[src/verilog/adlp_map.svh]
`ifndef ADLP_MAP_SVH
`define ADLP_MAP_SVH
// timing figures as printed, counts derived at 10 MHz
`define ADLP_CLK_NS 100
`define ADLP_OVP_TOFF_NS 1000
// longest time: round down, at least one cycle
`define ADLP_OVP_TOFF_CYC ((`ADLP_OVP_TOFF_NS / `ADLP_CLK_NS) < 1 ? 1 : (`ADLP_OVP_TOFF_NS / `ADLP_CLK_NS))
`define ADLP_OCP_TIMEOUT_CYC 16'h0400
`define ADLP_OVP_DEGLITCH_CYC 16'h0800
`define ADLP_ADC_SETTLE_CYC 4'h4
`define ADLP_ADC_MAX 5'h1F
`define ADLP_ADC_RST 5'h1F
`define ADLP_OCP_LVL_RST 4'h8
`define ADLP_PATH_USB 2'h1
`define ADLP_PATH_UART 2'h2
`define ADLP_PATH_AUDIO 2'h3
`endif

[src/verilog/adlp_pkg.sv]
package adlp_pkg;
  // top-level detection states
  typedef enum logic [2:0] {ST_OFF, ST_STANDBY, ST_CONV, ST_ATTACHED} adlp_det_e;
  // data-line route selection
  typedef enum logic [1:0] {RT_NONE, RT_USB, RT_UART, RT_AUDIO} adlp_route_e;
endpackage

[src/verilog/adlp_sup_if.sv]
`timescale 1ns/1ns
// supply status shared between top and protection
interface adlp_sup_if;
  logic vbus_ok;   // bus supply present, debounced
  logic ovp;       // overvoltage seen, synchronised
  logic uvlo_ok;   // above undervoltage lockout
  logic ocp;       // overcurrent above trip
  logic sw_on;     // load switch drive
  logic ovp_evt;   // overvoltage entered pulse
  logic clr_evt;   // protection cleared pulse
  modport top (output vbus_ok, ovp, uvlo_ok, ocp, input sw_on, ovp_evt, clr_evt);
  modport prot (input vbus_ok, ovp, uvlo_ok, ocp, output sw_on, ovp_evt, clr_evt);
endinterface

[src/verilog/adlp_top.sv]
`timescale 1ns/1ns
`include "adlp_map.svh"
module adlp_top (
  input wire logic i_mclk,               // 10 MHz clock
  input wire logic i_rst_n,              // sync reset, active low
  input wire logic i_vbat_ok,            // battery above 2.5V comparator
  input wire logic i_vbus_ok,            // bus supply comparator
  input wire logic i_io_supply,          // io supply present
  input wire logic i_ovp_cmp,            // above overvoltage threshold
  input wire logic i_uvlo_cmp,           // above undervoltage lockout level
  input wire logic i_ocp_cmp,            // current above selected trip level
  input wire logic i_id_attach_cmp,      // ID comparator: something attached
  input wire logic i_id_match_cmp,       // reference reached ID voltage
  input wire logic i_noncompliant_chg,   // charger classified non-compliant
  input wire logic [3:0] i_ocp_level,    // host overcurrent trip setting
  input wire logic i_alt_accessory_table_mode, // alternate table select
  input wire logic i_manual_en,          // host route override enable
  input wire logic [1:0] i_manual_route, // host route when manual
  input wire logic i_manual_mic_dp,      // host mic to data line
  input wire logic i_id_bypass_en,       // host bypass switch enable
  input wire logic i_flag_clr,           // host clear of all flags
  output logic o_powered,                // device powered
  output logic o_supply_from_bus,        // running from bus supply
  output logic o_i2c_en,                 // I2C interface enabled
  output logic o_load_sw_on,             // load switch gate
  output logic [3:0] o_ocp_trip_threshold, // level to comparator
  output logic o_id_isrc_en,             // ID current source
  output logic [4:0] o_id_ref,           // reference ramp value
  output logic [4:0] o_adc_result,       // latched ID code
  output logic o_adc_valid,              // result valid
  output logic o_alt_table_sel,          // decode table in use
  output logic o_sw_usb,                 // data lines to USB
  output logic o_sw_uart,                // data lines to UART
  output logic o_sw_audio,               // data lines to audio
  output logic o_mic_to_vbus,            // microphone_line to bus
  output logic o_mic_to_dp,              // microphone_line to data line
  output logic o_id_bypass_output,       // ID bypass switch
  output logic o_overvoltage_irq_flag,   // sticky ovp flag
  output logic o_protection_cleared_irq_flag, // sticky cleared flag
  output logic o_irq_n                   // host interrupt, active low
);
  adlp_sup_if sup ();
  adlp_pkg::adlp_det_e state_r;          // detection state
  logic [4:0] ref_r;                     // reference ramp
  logic [3:0] settle_r;                  // per-step settle count
  logic [4:0] adc_r;                     // latched result
  logic adc_valid_r;                     // result valid
  logic vbat_s;                          // synced battery ok
  logic vbus_s;                          // synced bus ok
  logic io_s;                            // synced io supply
  logic ovp_s;                           // synced ovp
  logic uvlo_s;                          // synced uvlo
  logic ocp_s;                           // synced ocp
  logic att_s;                           // synced id attach
  logic match_s;                         // synced ref match
  logic nc_s;                            // synced noncompliant
  logic ovp_flag_r;                      // sticky flag
  logic clr_flag_r;                      // sticky flag
  logic powered;                         // supply present
  logic det_req;                         // conversion wanted
  adlp_pkg::adlp_route_e route;          // chosen route
  logic [8:0] raw_in;
  logic [8:0] syn_out;

  assign raw_in = {i_vbat_ok, i_vbus_ok, i_io_supply, i_ovp_cmp, i_uvlo_cmp,
                   i_ocp_cmp, i_id_attach_cmp, i_id_match_cmp, i_noncompliant_chg};
  // every analog indication passes the three-flop filter
  genvar g;
  generate
    for (g = 0; g < 9; g = g + 1)
    begin : g_sync
      adlp_sync3 u_sync (
        .i_mclk (i_mclk),
        .i_rst_n (i_rst_n),
        .i_d (raw_in[g]),
        .o_q (syn_out[g])
      );
    end
  endgenerate
  assign {vbat_s, vbus_s, io_s, ovp_s, uvlo_s, ocp_s, att_s, match_s, nc_s} = syn_out;

  // supply supervision
  assign powered = vbat_s || vbus_s;
  assign o_powered = powered;
  assign o_supply_from_bus = !vbat_s && vbus_s;
  assign o_i2c_en = io_s && powered;

  // protection block hookup
  assign sup.vbus_ok = vbus_s && powered;
  // state sees only the filtered level: a raw pin into flops risks metastability
  assign sup.ovp = ovp_s;
  assign sup.uvlo_ok = uvlo_s;
  assign sup.ocp = ocp_s;
  adlp_prot u_prot (
    .i_mclk (i_mclk),
    .i_rst_n (i_rst_n),
    .sup (sup)
  );
  // raw pin gates the switch directly so turn-off stays under one microsecond
  assign o_load_sw_on = sup.sw_on && !i_ovp_cmp;
  // comparator level follows host setting directly
  assign o_ocp_trip_threshold = i_ocp_level;

  // conversion request: bus low with attach, or bus high odd charger
  assign det_req = att_s && (!vbus_s || nc_s);

  // detection state machine
  always_ff @(posedge i_mclk)
  begin
    if (!i_rst_n)
      state_r <= adlp_pkg::ST_STANDBY;
    else if (!powered)
      state_r <= adlp_pkg::ST_OFF;
    else
    begin
      case (state_r)
        adlp_pkg::ST_OFF:
          state_r <= adlp_pkg::ST_STANDBY;
        adlp_pkg::ST_STANDBY:
          if (det_req)
            state_r <= adlp_pkg::ST_CONV;
        adlp_pkg::ST_CONV:
          if (!att_s)
            state_r <= adlp_pkg::ST_STANDBY;
          else if (settle_r == `ADLP_ADC_SETTLE_CYC && (match_s || ref_r == `ADLP_ADC_MAX))
            state_r <= adlp_pkg::ST_ATTACHED;
        adlp_pkg::ST_ATTACHED:
          if (!att_s)
            state_r <= adlp_pkg::ST_STANDBY;
        default:
          state_r <= adlp_pkg::ST_STANDBY;
      endcase
    end
  end

  // reference ramp: settle, then compare, then step
  always_ff @(posedge i_mclk)
  begin
    if (!i_rst_n || state_r != adlp_pkg::ST_CONV)
    begin
      ref_r <= 5'h00;
      settle_r <= 4'h0;
    end
    else if (settle_r != `ADLP_ADC_SETTLE_CYC)
      settle_r <= settle_r + 4'h1;
    else if (!match_s && ref_r != `ADLP_ADC_MAX)
    begin
      ref_r <= ref_r + 5'h01;
      settle_r <= 4'h0;
    end
  end

  // result latch; valid flag cleared on detach, code held
  always_ff @(posedge i_mclk)
  begin
    if (!i_rst_n)
    begin
      adc_r <= `ADLP_ADC_RST;
      adc_valid_r <= 1'b0;
    end
    else if (state_r == adlp_pkg::ST_CONV && settle_r == `ADLP_ADC_SETTLE_CYC
             && att_s && (match_s || ref_r == `ADLP_ADC_MAX))
    begin
      adc_r <= ref_r;
      adc_valid_r <= 1'b1;
    end
    else if (state_r != adlp_pkg::ST_ATTACHED && state_r != adlp_pkg::ST_CONV)
      adc_valid_r <= 1'b0;
  end
  assign o_adc_result = adc_r;
  assign o_adc_valid = adc_valid_r;
  assign o_id_ref = ref_r;
  // source stays on after a match so detach is seen
  assign o_id_isrc_en = (state_r == adlp_pkg::ST_CONV) || (state_r == adlp_pkg::ST_ATTACHED);
  assign o_alt_table_sel = i_alt_accessory_table_mode;

  // route choice: host override, else coarse split by code
  always_comb
  begin
    route = adlp_pkg::RT_NONE;
    if (i_manual_en)
      route = adlp_pkg::adlp_route_e'(i_manual_route);
    else if (adc_valid_r && !i_alt_accessory_table_mode)
    begin
      if (adc_r >= 5'h17 && adc_r <= 5'h19)
        route = adlp_pkg::RT_USB;
      else if (adc_r == 5'h14 || adc_r == 5'h16 || adc_r == 5'h1C || adc_r == 5'h1D)
        route = adlp_pkg::RT_UART;
      else
        route = adlp_pkg::RT_AUDIO;
    end
    else if (adc_valid_r)
      route = (adc_r == 5'h16 || adc_r == 5'h17 || adc_r == 5'h1A)
              ? adlp_pkg::RT_NONE : adlp_pkg::RT_AUDIO;
  end

  // switch drive registered, one path at most
  always_ff @(posedge i_mclk)
  begin
    if (!i_rst_n)
    begin
      o_sw_usb <= 1'b0;
      o_sw_uart <= 1'b0;
      o_sw_audio <= 1'b0;
      o_mic_to_vbus <= 1'b0;
      o_mic_to_dp <= 1'b0;
      o_id_bypass_output <= 1'b0;
    end
    else
    begin
      o_sw_usb <= (route == adlp_pkg::RT_USB);
      o_sw_uart <= (route == adlp_pkg::RT_UART);
      o_sw_audio <= (route == adlp_pkg::RT_AUDIO);
      // mic sources exclusive; data line only on host request
      o_mic_to_dp <= i_manual_mic_dp;
      o_mic_to_vbus <= !i_manual_mic_dp && route == adlp_pkg::RT_AUDIO && !vbus_s;
      o_id_bypass_output <= i_id_bypass_en;
    end
  end

  // sticky flags, set wins over host clear
  always_ff @(posedge i_mclk)
  begin
    if (!i_rst_n)
    begin
      ovp_flag_r <= 1'b0;
      clr_flag_r <= 1'b0;
    end
    else
    begin
      ovp_flag_r <= sup.ovp_evt || (ovp_flag_r && !(i_flag_clr && o_i2c_en));
      clr_flag_r <= sup.clr_evt || (clr_flag_r && !(i_flag_clr && o_i2c_en));
    end
  end
  assign o_overvoltage_irq_flag = ovp_flag_r;
  assign o_protection_cleared_irq_flag = clr_flag_r;
  assign o_irq_n = !(ovp_flag_r || clr_flag_r);

  AST_RESET_STANDBY: assert property (@(posedge i_mclk)
    !i_rst_n |=> state_r == adlp_pkg::ST_STANDBY || state_r == adlp_pkg::ST_OFF)
    else $error("not standby after reset");
  AST_ATTACH_CONV: assert property (@(posedge i_mclk) disable iff (!i_rst_n)
    (state_r == adlp_pkg::ST_STANDBY && det_req && powered) |=> state_r == adlp_pkg::ST_CONV)
    else $error("attach missed");
  AST_FLAG_STICKY: assert property (@(posedge i_mclk) disable iff (!i_rst_n)
    (ovp_flag_r && !i_flag_clr) |=> ovp_flag_r) else $error("flag dropped");
  AST_SET_WINS: assert property (@(posedge i_mclk) disable iff (!i_rst_n)
    sup.clr_evt |=> clr_flag_r && !o_irq_n) else $error("cleared event lost");
  AST_ONE_PATH: assert property (@(posedge i_mclk) disable iff (!i_rst_n)
    $onehot0({o_sw_usb, o_sw_uart, o_sw_audio})) else $error("two paths on");
  AST_MIC_EXCL: assert property (@(posedge i_mclk) disable iff (!i_rst_n)
    !(o_mic_to_vbus && o_mic_to_dp)) else $error("mic on both");
  AST_I2C_GATE: assert property (@(posedge i_mclk) disable iff (!i_rst_n)
    !io_s |-> !o_i2c_en) else $error("i2c without io supply");
  AST_LATCH: assert property (@(posedge i_mclk) disable iff (!i_rst_n)
    (state_r == adlp_pkg::ST_CONV ##1 state_r == adlp_pkg::ST_ATTACHED)
    |-> adc_valid_r && adc_r == $past(ref_r)) else $error("bad latch");
  AST_ISRC_HOLD: assert property (@(posedge i_mclk) disable iff (!i_rst_n)
    state_r == adlp_pkg::ST_ATTACHED |-> o_id_isrc_en) else $error("source off");
  // fast path: the pin itself must hold the switch off, filter or not
  AST_OVP_FAST: assert property (@(posedge i_mclk) disable iff (!i_rst_n)
    i_ovp_cmp |-> !o_load_sw_on) else $error("switch on with overvoltage pin high");
  COV_CONV: cover property (@(posedge i_mclk) state_r == adlp_pkg::ST_CONV ##[1:300] state_r == adlp_pkg::ST_ATTACHED);
  COV_DETACH: cover property (@(posedge i_mclk) state_r == adlp_pkg::ST_ATTACHED ##1 state_r == adlp_pkg::ST_STANDBY);
  COV_IRQ: cover property (@(posedge i_mclk) $fell(o_irq_n));
endmodule

[src/verilog/adlp_sync3.sv]
`timescale 1ns/1ns
// three-stage synchroniser with agreement filter
module adlp_sync3 (
  input wire logic i_mclk,    // clock
  input wire logic i_rst_n,   // sync reset
  input wire logic i_d,       // async level
  output logic o_q            // filtered level
);
  logic s1_r;
  logic s2_r;
  logic s3_r;
  // first stage only feeds the second
  always_ff @(posedge i_mclk)
  begin
    if (!i_rst_n)
    begin
      s1_r <= 1'b0;
      s2_r <= 1'b0;
      s3_r <= 1'b0;
    end
    else
    begin
      s1_r <= i_d;
      s2_r <= s1_r;
      s3_r <= s2_r;
    end
  end
  // change counts once stages two and three agree
  always_ff @(posedge i_mclk)
  begin
    if (!i_rst_n)
      o_q <= 1'b0;
    else if (s2_r == s3_r)
      o_q <= s3_r;
  end
endmodule

[src/verilog/adlp_prot.sv]
`timescale 1ns/1ns
`include "adlp_map.svh"
// load switch supervisor: ovp with uvlo-gated return, timed overcurrent trip
module adlp_prot (
  input wire logic i_mclk,     // clock
  input wire logic i_rst_n,    // sync reset
  adlp_sup_if.prot sup         // supply status and switch drive
);
  logic [15:0] ocp_cnt_r;      // overcurrent time-out counter
  logic [15:0] deg_cnt_r;      // re-enable deglitch counter
  logic ovp_lat_r;             // overvoltage episode active
  logic ocp_trip_r;            // overcurrent trip latched
  logic deg_done;
  assign deg_done = (deg_cnt_r == `ADLP_OVP_DEGLITCH_CYC);

  // overvoltage episode tracking and deglitch
  always_ff @(posedge i_mclk)
  begin
    if (!i_rst_n)
    begin
      ovp_lat_r <= 1'b0;
      deg_cnt_r <= 16'h0000;
    end
    else if (sup.ovp)
    begin
      ovp_lat_r <= 1'b1;
      deg_cnt_r <= 16'h0000;
    end
    else if (ovp_lat_r && sup.uvlo_ok)
    begin
      // restart on any dip so supply is stable when counted out
      if (deg_done)
        ovp_lat_r <= 1'b0;
      else
        deg_cnt_r <= deg_cnt_r + 16'h0001;
    end
    else
      deg_cnt_r <= 16'h0000;
  end

  // overcurrent time-out and trip
  always_ff @(posedge i_mclk)
  begin
    if (!i_rst_n || !sup.vbus_ok)
    begin
      ocp_cnt_r <= 16'h0000;
      ocp_trip_r <= 1'b0;
    end
    else if (!sup.ocp)
      ocp_cnt_r <= 16'h0000;
    else if (ocp_cnt_r == `ADLP_OCP_TIMEOUT_CYC)
      ocp_trip_r <= 1'b1;
    else
      ocp_cnt_r <= ocp_cnt_r + 16'h0001;
  end

  // switch off combinationally on ovp: well inside turn-off time
  assign sup.sw_on = sup.vbus_ok && !sup.ovp && !ovp_lat_r && !ocp_trip_r;
  assign sup.ovp_evt = sup.ovp && !ovp_lat_r;
  assign sup.clr_evt = ovp_lat_r && !sup.ovp && sup.uvlo_ok && deg_done;

  AST_OVP_OFF: assert property (@(posedge i_mclk) disable iff (!i_rst_n)
    sup.ovp |-> !sup.sw_on) else $error("switch on during overvoltage");
  AST_OVP_FLAG: assert property (@(posedge i_mclk) disable iff (!i_rst_n)
    (sup.ovp && !ovp_lat_r) |-> sup.ovp_evt) else $error("no ovp event");
  AST_OCP_TRIP: assert property (@(posedge i_mclk) disable iff (!i_rst_n)
    (ocp_cnt_r == `ADLP_OCP_TIMEOUT_CYC && sup.ocp && sup.vbus_ok) |=> !sup.sw_on)
    else $error("no overcurrent trip");
  AST_OCP_START: assert property (@(posedge i_mclk) disable iff (!i_rst_n)
    (sup.ocp && sup.vbus_ok && !ocp_trip_r && ocp_cnt_r == 16'h0000) |=> ocp_cnt_r == 16'h0001)
    else $error("time-out not started");
  AST_REEN: assert property (@(posedge i_mclk) disable iff (!i_rst_n)
    (sup.clr_evt && sup.vbus_ok && !ocp_trip_r) |=> (sup.sw_on || sup.ovp || !sup.vbus_ok || ocp_trip_r))
    else $error("switch not restored");
  // deglitch outlasts any short range, so cover the episode end itself
  COV_OVP: cover property (@(posedge i_mclk) $fell(ovp_lat_r));
  COV_OCP: cover property (@(posedge i_mclk) $fell(sup.sw_on) && ocp_trip_r);
endmodule

[config.mk]
export PLATFORM = sky130hd
export DESIGN_NAME = adlp_top
export DESIGN_NICKNAME = d
export VERILOG_FILES = /design/src/verilog/adlp_pkg.sv /design/src/verilog/adlp_sup_if.sv /design/src/verilog/adlp_top.sv /design/src/verilog/adlp_sync3.sv /design/src/verilog/adlp_prot.sv
export VERILOG_INCLUDE_DIRS = /design/src /design/src/verilog
export SDC_FILE = /design/constraint.sdc
export NUM_CORES = 1
export LEC_CHECK = 0
export ABC_AREA = 1
export BUFFER_PORTS_ARGS = -buffer_cell sky130_fd_sc_hd__buf_2
export CORE_ASPECT_RATIO = 1.4
export CORE_MARGIN = 3
export CORE_UTILIZATION = 43
export CTS_CLUSTER_SIZE = 28
export DETAILED_ROUTE_END_ITERATION = 10
export PLACE_DENSITY = 0.63
export SYNTH_ARGS = -nofsm -noshare
export SYNTH_HDL_FRONTEND = slang
export SYNTH_SLANG_ARGS = --single-unit
[constraint.sdc]
create_clock -name i_mclk -period 1.8 [get_ports i_mclk]
set_input_delay 0.18 -clock i_mclk [delete_from_list [all_inputs] [get_ports i_mclk]]
set_output_delay 0.18 -clock i_mclk [all_outputs]
set_load 0.02 [all_outputs]
Word-level counts from Yosys, hierarchy flattened
Index checks and enable logic that the tools add are counted.

word-level totals
  logic and storage cells = 183
  register bits after elaboration = 96
  input bits = 22
  output and inout bits = 30

cells by class
  $lt $le $gt $ge = 2
  add/sub/neg operators = 4
  equal/unequal tests = 35
  reductions and logical operators = 65
  bitwise gates (word level) = 4
  mux-type cells = 19

operator list
  kind                   number
  $eq 5x5->1 const B     7
  $add 16x1->16 const B  2
  $logic_and 1x1->1      26
  $eq 16x11->1 const B   1
  $eq 16x12->1 const B   1
  $logic_or 1x1->1       14
  $logic_not 1->1        13
  $mux 3                 4
  $mux 2                 5
  $eq 1x1->1             9
  $ne 3x3->1 const B     3
  $pmux 3 s3             1
  $mux 4                 2
  $reduce_and 2->1       4
  $reduce_bool 2->1      4
  $mux 1                 7
  $eq 3x2->1 const B     2
  $ne 3x2->1 const B     2
  $reduce_and 3->1       2
  $add 5x1->5 const B    1
  $ge 5x5->1 const B     1
  $le 5x5->1 const B     1
  $ne 5x5->1 const B     1
  $add 4x1->4 const B    1
  10 further kinds       15

Longest topological paths before layout
  depth in word-level cells = 11
  mapped depth = 10
  mapped depth without buffers = 10

Cells and area by module
Synthesis repeated with hierarchy kept, for this count alone.

second synthesis, totals
  cell total of the unflattened synthesis = 615
  area total of the unflattened synthesis = 4385.5 µm²

modules (own cells, without submodules)
  module      times used  sequential area each (µm²)  cells an instance  area each (µm²)
  adlp_prot   1           680.7                       328                2040.7
  adlp_top    1           500.5                       170                1297.5
  adlp_sync3  9           80.1                        13                 116.4

Worst setup path after synthesis
Ideal clock, no wire load.

  kind = flip-flop to flip-flop
  start point = register ref_r[1] (netlist: o_id_ref[1])
  end point = register adc_r[4] (netlist: o_adc_result[4])
  path buffers = 0
  arrival time = 1.489 ns
  required time = 1.667 ns
  path slack = 0.177 ns
  stages on the path, launching flop included = 10
  cell sequence = dfxtp_1 > ha_1 > inv_1 > nor3_1 > ha_1 > o21ai_2 > nor2_4 > inv_2 > nand2_1 > nand3_1

between the ends
  cells in the longest elaborated chain, start to end = 3

ends and longest elaborated chain
  item                        line             source
  start: declaration          adlp_top.sv:44   logic [4:0] ref_r;
  start signal: assignment    adlp_top.sv:148  ref_r <= ref_r + 5'h01;
  $eq 5x5->1 (no line)        -
  $logic_or 1x1->1 (no line)  -
  $logic_and 1x1->1           adlp_top.sv:161  else if (state_r == adlp_pkg::ST_CONV && settle_r == `ADLP_ADC_SETTLE_CYC
  end signal: assignment      adlp_top.sv:158  adc_r <= `ADLP_ADC_RST;
  end signal: assignment      adlp_top.sv:164  adc_r <= ref_r;
  end: declaration            adlp_top.sv:46   logic [4:0] adc_r;

Every way passes these cells.
A chain may end at the register's enable or synchronous reset.

Final worst setup path
  start point = register state_r[0]
  end point = output o_id_isrc_en

between the ends
  cells in the longest elaborated chain, start to end = 2
  elaborated cells between the ends (all ways) = 3
  those cells by class = 2 x eq/ne; 1 x reduce/logical

ends and longest elaborated chain
  item                      line             source
  start: declaration        adlp_top.sv:43   adlp_pkg::adlp_det_e state_r;
  start signal: assignment  adlp_top.sv:111  state_r <= adlp_pkg::ST_STANDBY;
  start signal: assignment  adlp_top.sv:113  state_r <= adlp_pkg::ST_OFF;
  start signal: assignment  adlp_top.sv:118  state_r <= adlp_pkg::ST_STANDBY;
  $eq 3x2->1                adlp_top.sv:174  assign o_id_isrc_en = (state_r == adlp_pkg::ST_CONV) || (state_r == adlp_pkg::ST_ATTACHED);
  $logic_or 1x1->1 (*)      adlp_top.sv:174
  end: declaration          adlp_top.sv:27   output logic o_id_isrc_en,

Mark *: on every way between the ends. The rest lies on a longest branch, timed or not.

==> metrics.md <==
| Metric | Value |
|---|---|
| Dpl cells | `677` |
| DP HPWL | `5.78 mm` |
| Worst slew pin tran | `0.345 ns` |
| Post-synthesis net count | `570` |
| Drt via density | `4.84` |
| Status | `finished, final reports clean` |
| CTS tree | `built` |
| CTS resizes | `0` |
| Crit path largest cell delay | `0.41 ns` |
| Routed Antenna Nets | `0` |
| Async S/R FF share, synth | `0%` |
| Starting Density | `44.8%` |
| Slew Viols, Final | `0` |
| Count of input and output buffers | `43` |
| # DRC | `0` |
| Antenna cells | `0` |
| Element type at the critical path end | `primary output` |
| Final min period | `1.71 ns` |
| Pwr dens | `922 nW/µm²` |
| Final #Nets | `615` |
| Syn. warnings | `0` |
| Max-slew headroom | `77.0%` |
| Fin crit share | `94.9%` |
| DR iter-0 viols | `113` |
| CP max stage cell | `dfxtp_1` |
| Initial antenna violation count | `1` |
| Max VDD drop | `0.000490 V` |
| Commonest non-fill, non-tap cell in the layout | `nand2_1` |
| Via count | `3357` |
| Die area | `10700 µm²` |
| Routed WL | `7.76 mm` |
| Number of global-route vias before repair | `3288` |
| Hold Path Class | `in2reg` |
| P&R area growth vs syn | `16.2%` |
| Synth cell types | `38` |
| FMAX | `585 MHz` |
| Die width | `88.4 µm` |
| H-tree depth | `3` |
| CORE AREA | `9130 µm²` |
| Mapped cell area | `4090 µm²` |
| Part of the Yosys area used for sequential elements | `46.5%` |
| Total gr overflow | `0` |
| Latest clock arrival within the worst-skew pair | `0.34 ns` |
| Top FF cell, synth | `dfxtp_1` |
| Clock Tree Buf Depth | `2` |
| I/O pins | `52` |
| Worst EP arrival | `1.53 ns` |
| Most frequent cells in the layout | `nand2_1, dfxtp_1, inv_1, nor2_1, buf_2` |
| CP required | `1.62 ns` |
| Drt pass-1 iters | `4` |
| Cts hold-fix bufs | `0` |
| LEAKAGE | `0.00214 µW` |
| Root buffer cell | `clkbuf_16` |
| RSZ-0062 raised after global routing | `no` |
| Max-cap violations | `0` |
| Multi-input combinational cell area | `1760 µm²` |
| Row count | `41` |
| WL/cell | `11.2 µm` |
| Syn Inst Count | `536` |
| Mean Syn Cell Area | `7.63 µm²` |
| Fin. Hold Viols | `0` |
| # fillers | `902` |
| Final Setup Violations | `0` |
| Worst hold slack | `0.0181 ns` |
| Crit path cell chain | `inv_1 > ha_1 > or2_2 > buf_2` |
| DIE HEIGHT | `121 µm` |
| Final instance count without filler cells | `693` |
| Fin Setup TNS | `0 ns` |
| Setup Buffers After CTS | `0` |
| Layout cells sized above 1 | `17.2%` |
| Largest net degree at the start of global routing | `26` |
| Crit path launch type | `flop` |
| Register area | `1900 µm²` |
| #FFs+latches synth | `95` |
| First-pass GRT wire length | `13.6 mm` |
| Skew final | `0.00534 ns` |
| Clock Sinks | `95` |
| CP Max Fanout | `5` |
| Setup CP Type | `reg2out` |
| Worst-path clk slew | `0.06 ns` |
| Post-synth EDFFs | `0` |
| Total CTS buffers | `9` |
| Total Routing Usage GR | `16.0%` |
| Routability congestion estimate | `0.831` |
[sequential cells by signal, indices dropped and copies added (netlist names)]
signal	cells
g_sync.u_sync.s2_r	9
u_prot.ovp_lat_r	1
state_r	2
o_adc_result	5
u_prot.ocp_trip_r	1
o_id_bypass_output	1
o_mic_to_vbus	1
u_prot.ocp_cnt_r	16
o_sw_audio	1
u_prot.deg_cnt_r	16
o_mic_to_dp	1
o_id_ref	5
o_sw_usb	1
g_sync.u_sync.s1_r	9
g_sync.u_sync.o_q	9
o_protection_cleared_irq_flag	1
o_sw_uart	1
o_overvoltage_irq_flag	1
settle_r	4
g_sync.u_sync.s3_r	9
o_adc_valid	1
[final timing paths]
check / startpoint / end / slack (ns) / depth (start not counted)
hold reg to reg: g_sync[3].u_sync.s1_r$_SDFF_PN0_ / g_sync[3].u_sync.s2_r$_SDFF_PN0_ / 0.41 / 2
setup reg to reg: o_id_ref[1]$_SDFFE_PP0P_ / o_adc_result[4]$_SDFFE_PN1P_ / 0.20 / 9
setup / recovery: state_r[0]$_SDFFE_PN1P_ / o_id_isrc_en / 0.09 / 4
hold / removal: i_io_supply / g_sync[6].u_sync.s1_r$_SDFF_PN0_ / 0.02 / 3
[through the flow]
stage	setup WS, ns	instance area [µm²]	util (%)	total power, µW
floorplan	0.177	4090	-	2270
global placement	0.197	4390	48.1	2290
detailed placement	0.117	4390	48.1	2290
CTS	0.0771	4730	51.8	4440
global route	0.0146	4750	52.0	4520
finish	0.0915	4750	52.0	4380
[area by class of cell]
type	instances	area share (%)
multi-input cells	331	37.2
well taps	107	2.82
inverters	99	7.83
clock inverters	2	1.26
flip-flops and latches	95	40.1
repair buffers	45	4.85
clock buffers	14	5.98
[kinds of logic (layout without fill, tap and decap cells)]
family | after synthesis | count (layout) | share of synthesized area [%]
AND/OR/NAND/NOR | 230 | 230 | 27.2
buffers and inverters | 110 | 160 | 10.6
flip-flops | 95 | 95 | 46.5
AO/OA/AOI/OAI | 85 | 85 | 11.1
adder cells (fa/ha/maj) | 14 | 14 | 4.16
XOR/XNOR | 2 | 2 | 0.429
[power breakdown]
part	switching, µW	total, µW	internal [µW]
registers	12.5	2150	2130
logic	59.2	97.3	38.1
clock network	766	2140	1370
[cells in the mapped netlist (5+ instances only)]
master   count  area share [%]
a21oi_1     41             5.0
buf_4        5            0.92
dfxtp_1     95              47
ha_1        12             3.7
inv_1       90             8.3
inv_2        8            0.73
nand2_1    107             9.8
nand2_2      5            0.77
nand3_1     27             3.3
nand4_1      9             1.4
nor2_1      45             4.1
nor2_4       6             1.7
nor3_1      12             1.5
o21ai_0     23             2.8
o21ai_1     11             1.3
[critical path, delay by kind of cell (launching register included)]
family / cells / cell delay [ns]
AND/OR/NAND/NOR: 1 / 0.32
flip-flops: 1 / 0.41
adder cells (fa/ha/maj): 1 / 0.23
buffers and inverters: 2 / 0.24
[metal layers]
metal,GRT usage (%),up-vias,part of all wire [%]
li1,-,1782,-
met1,17.8,1494,43
met2,27.6,59,51
met3,4.21,20,4.1
met4,8.22,2,2.6
met5,0,-,0.26
Power figures use the tool's default switching activity.
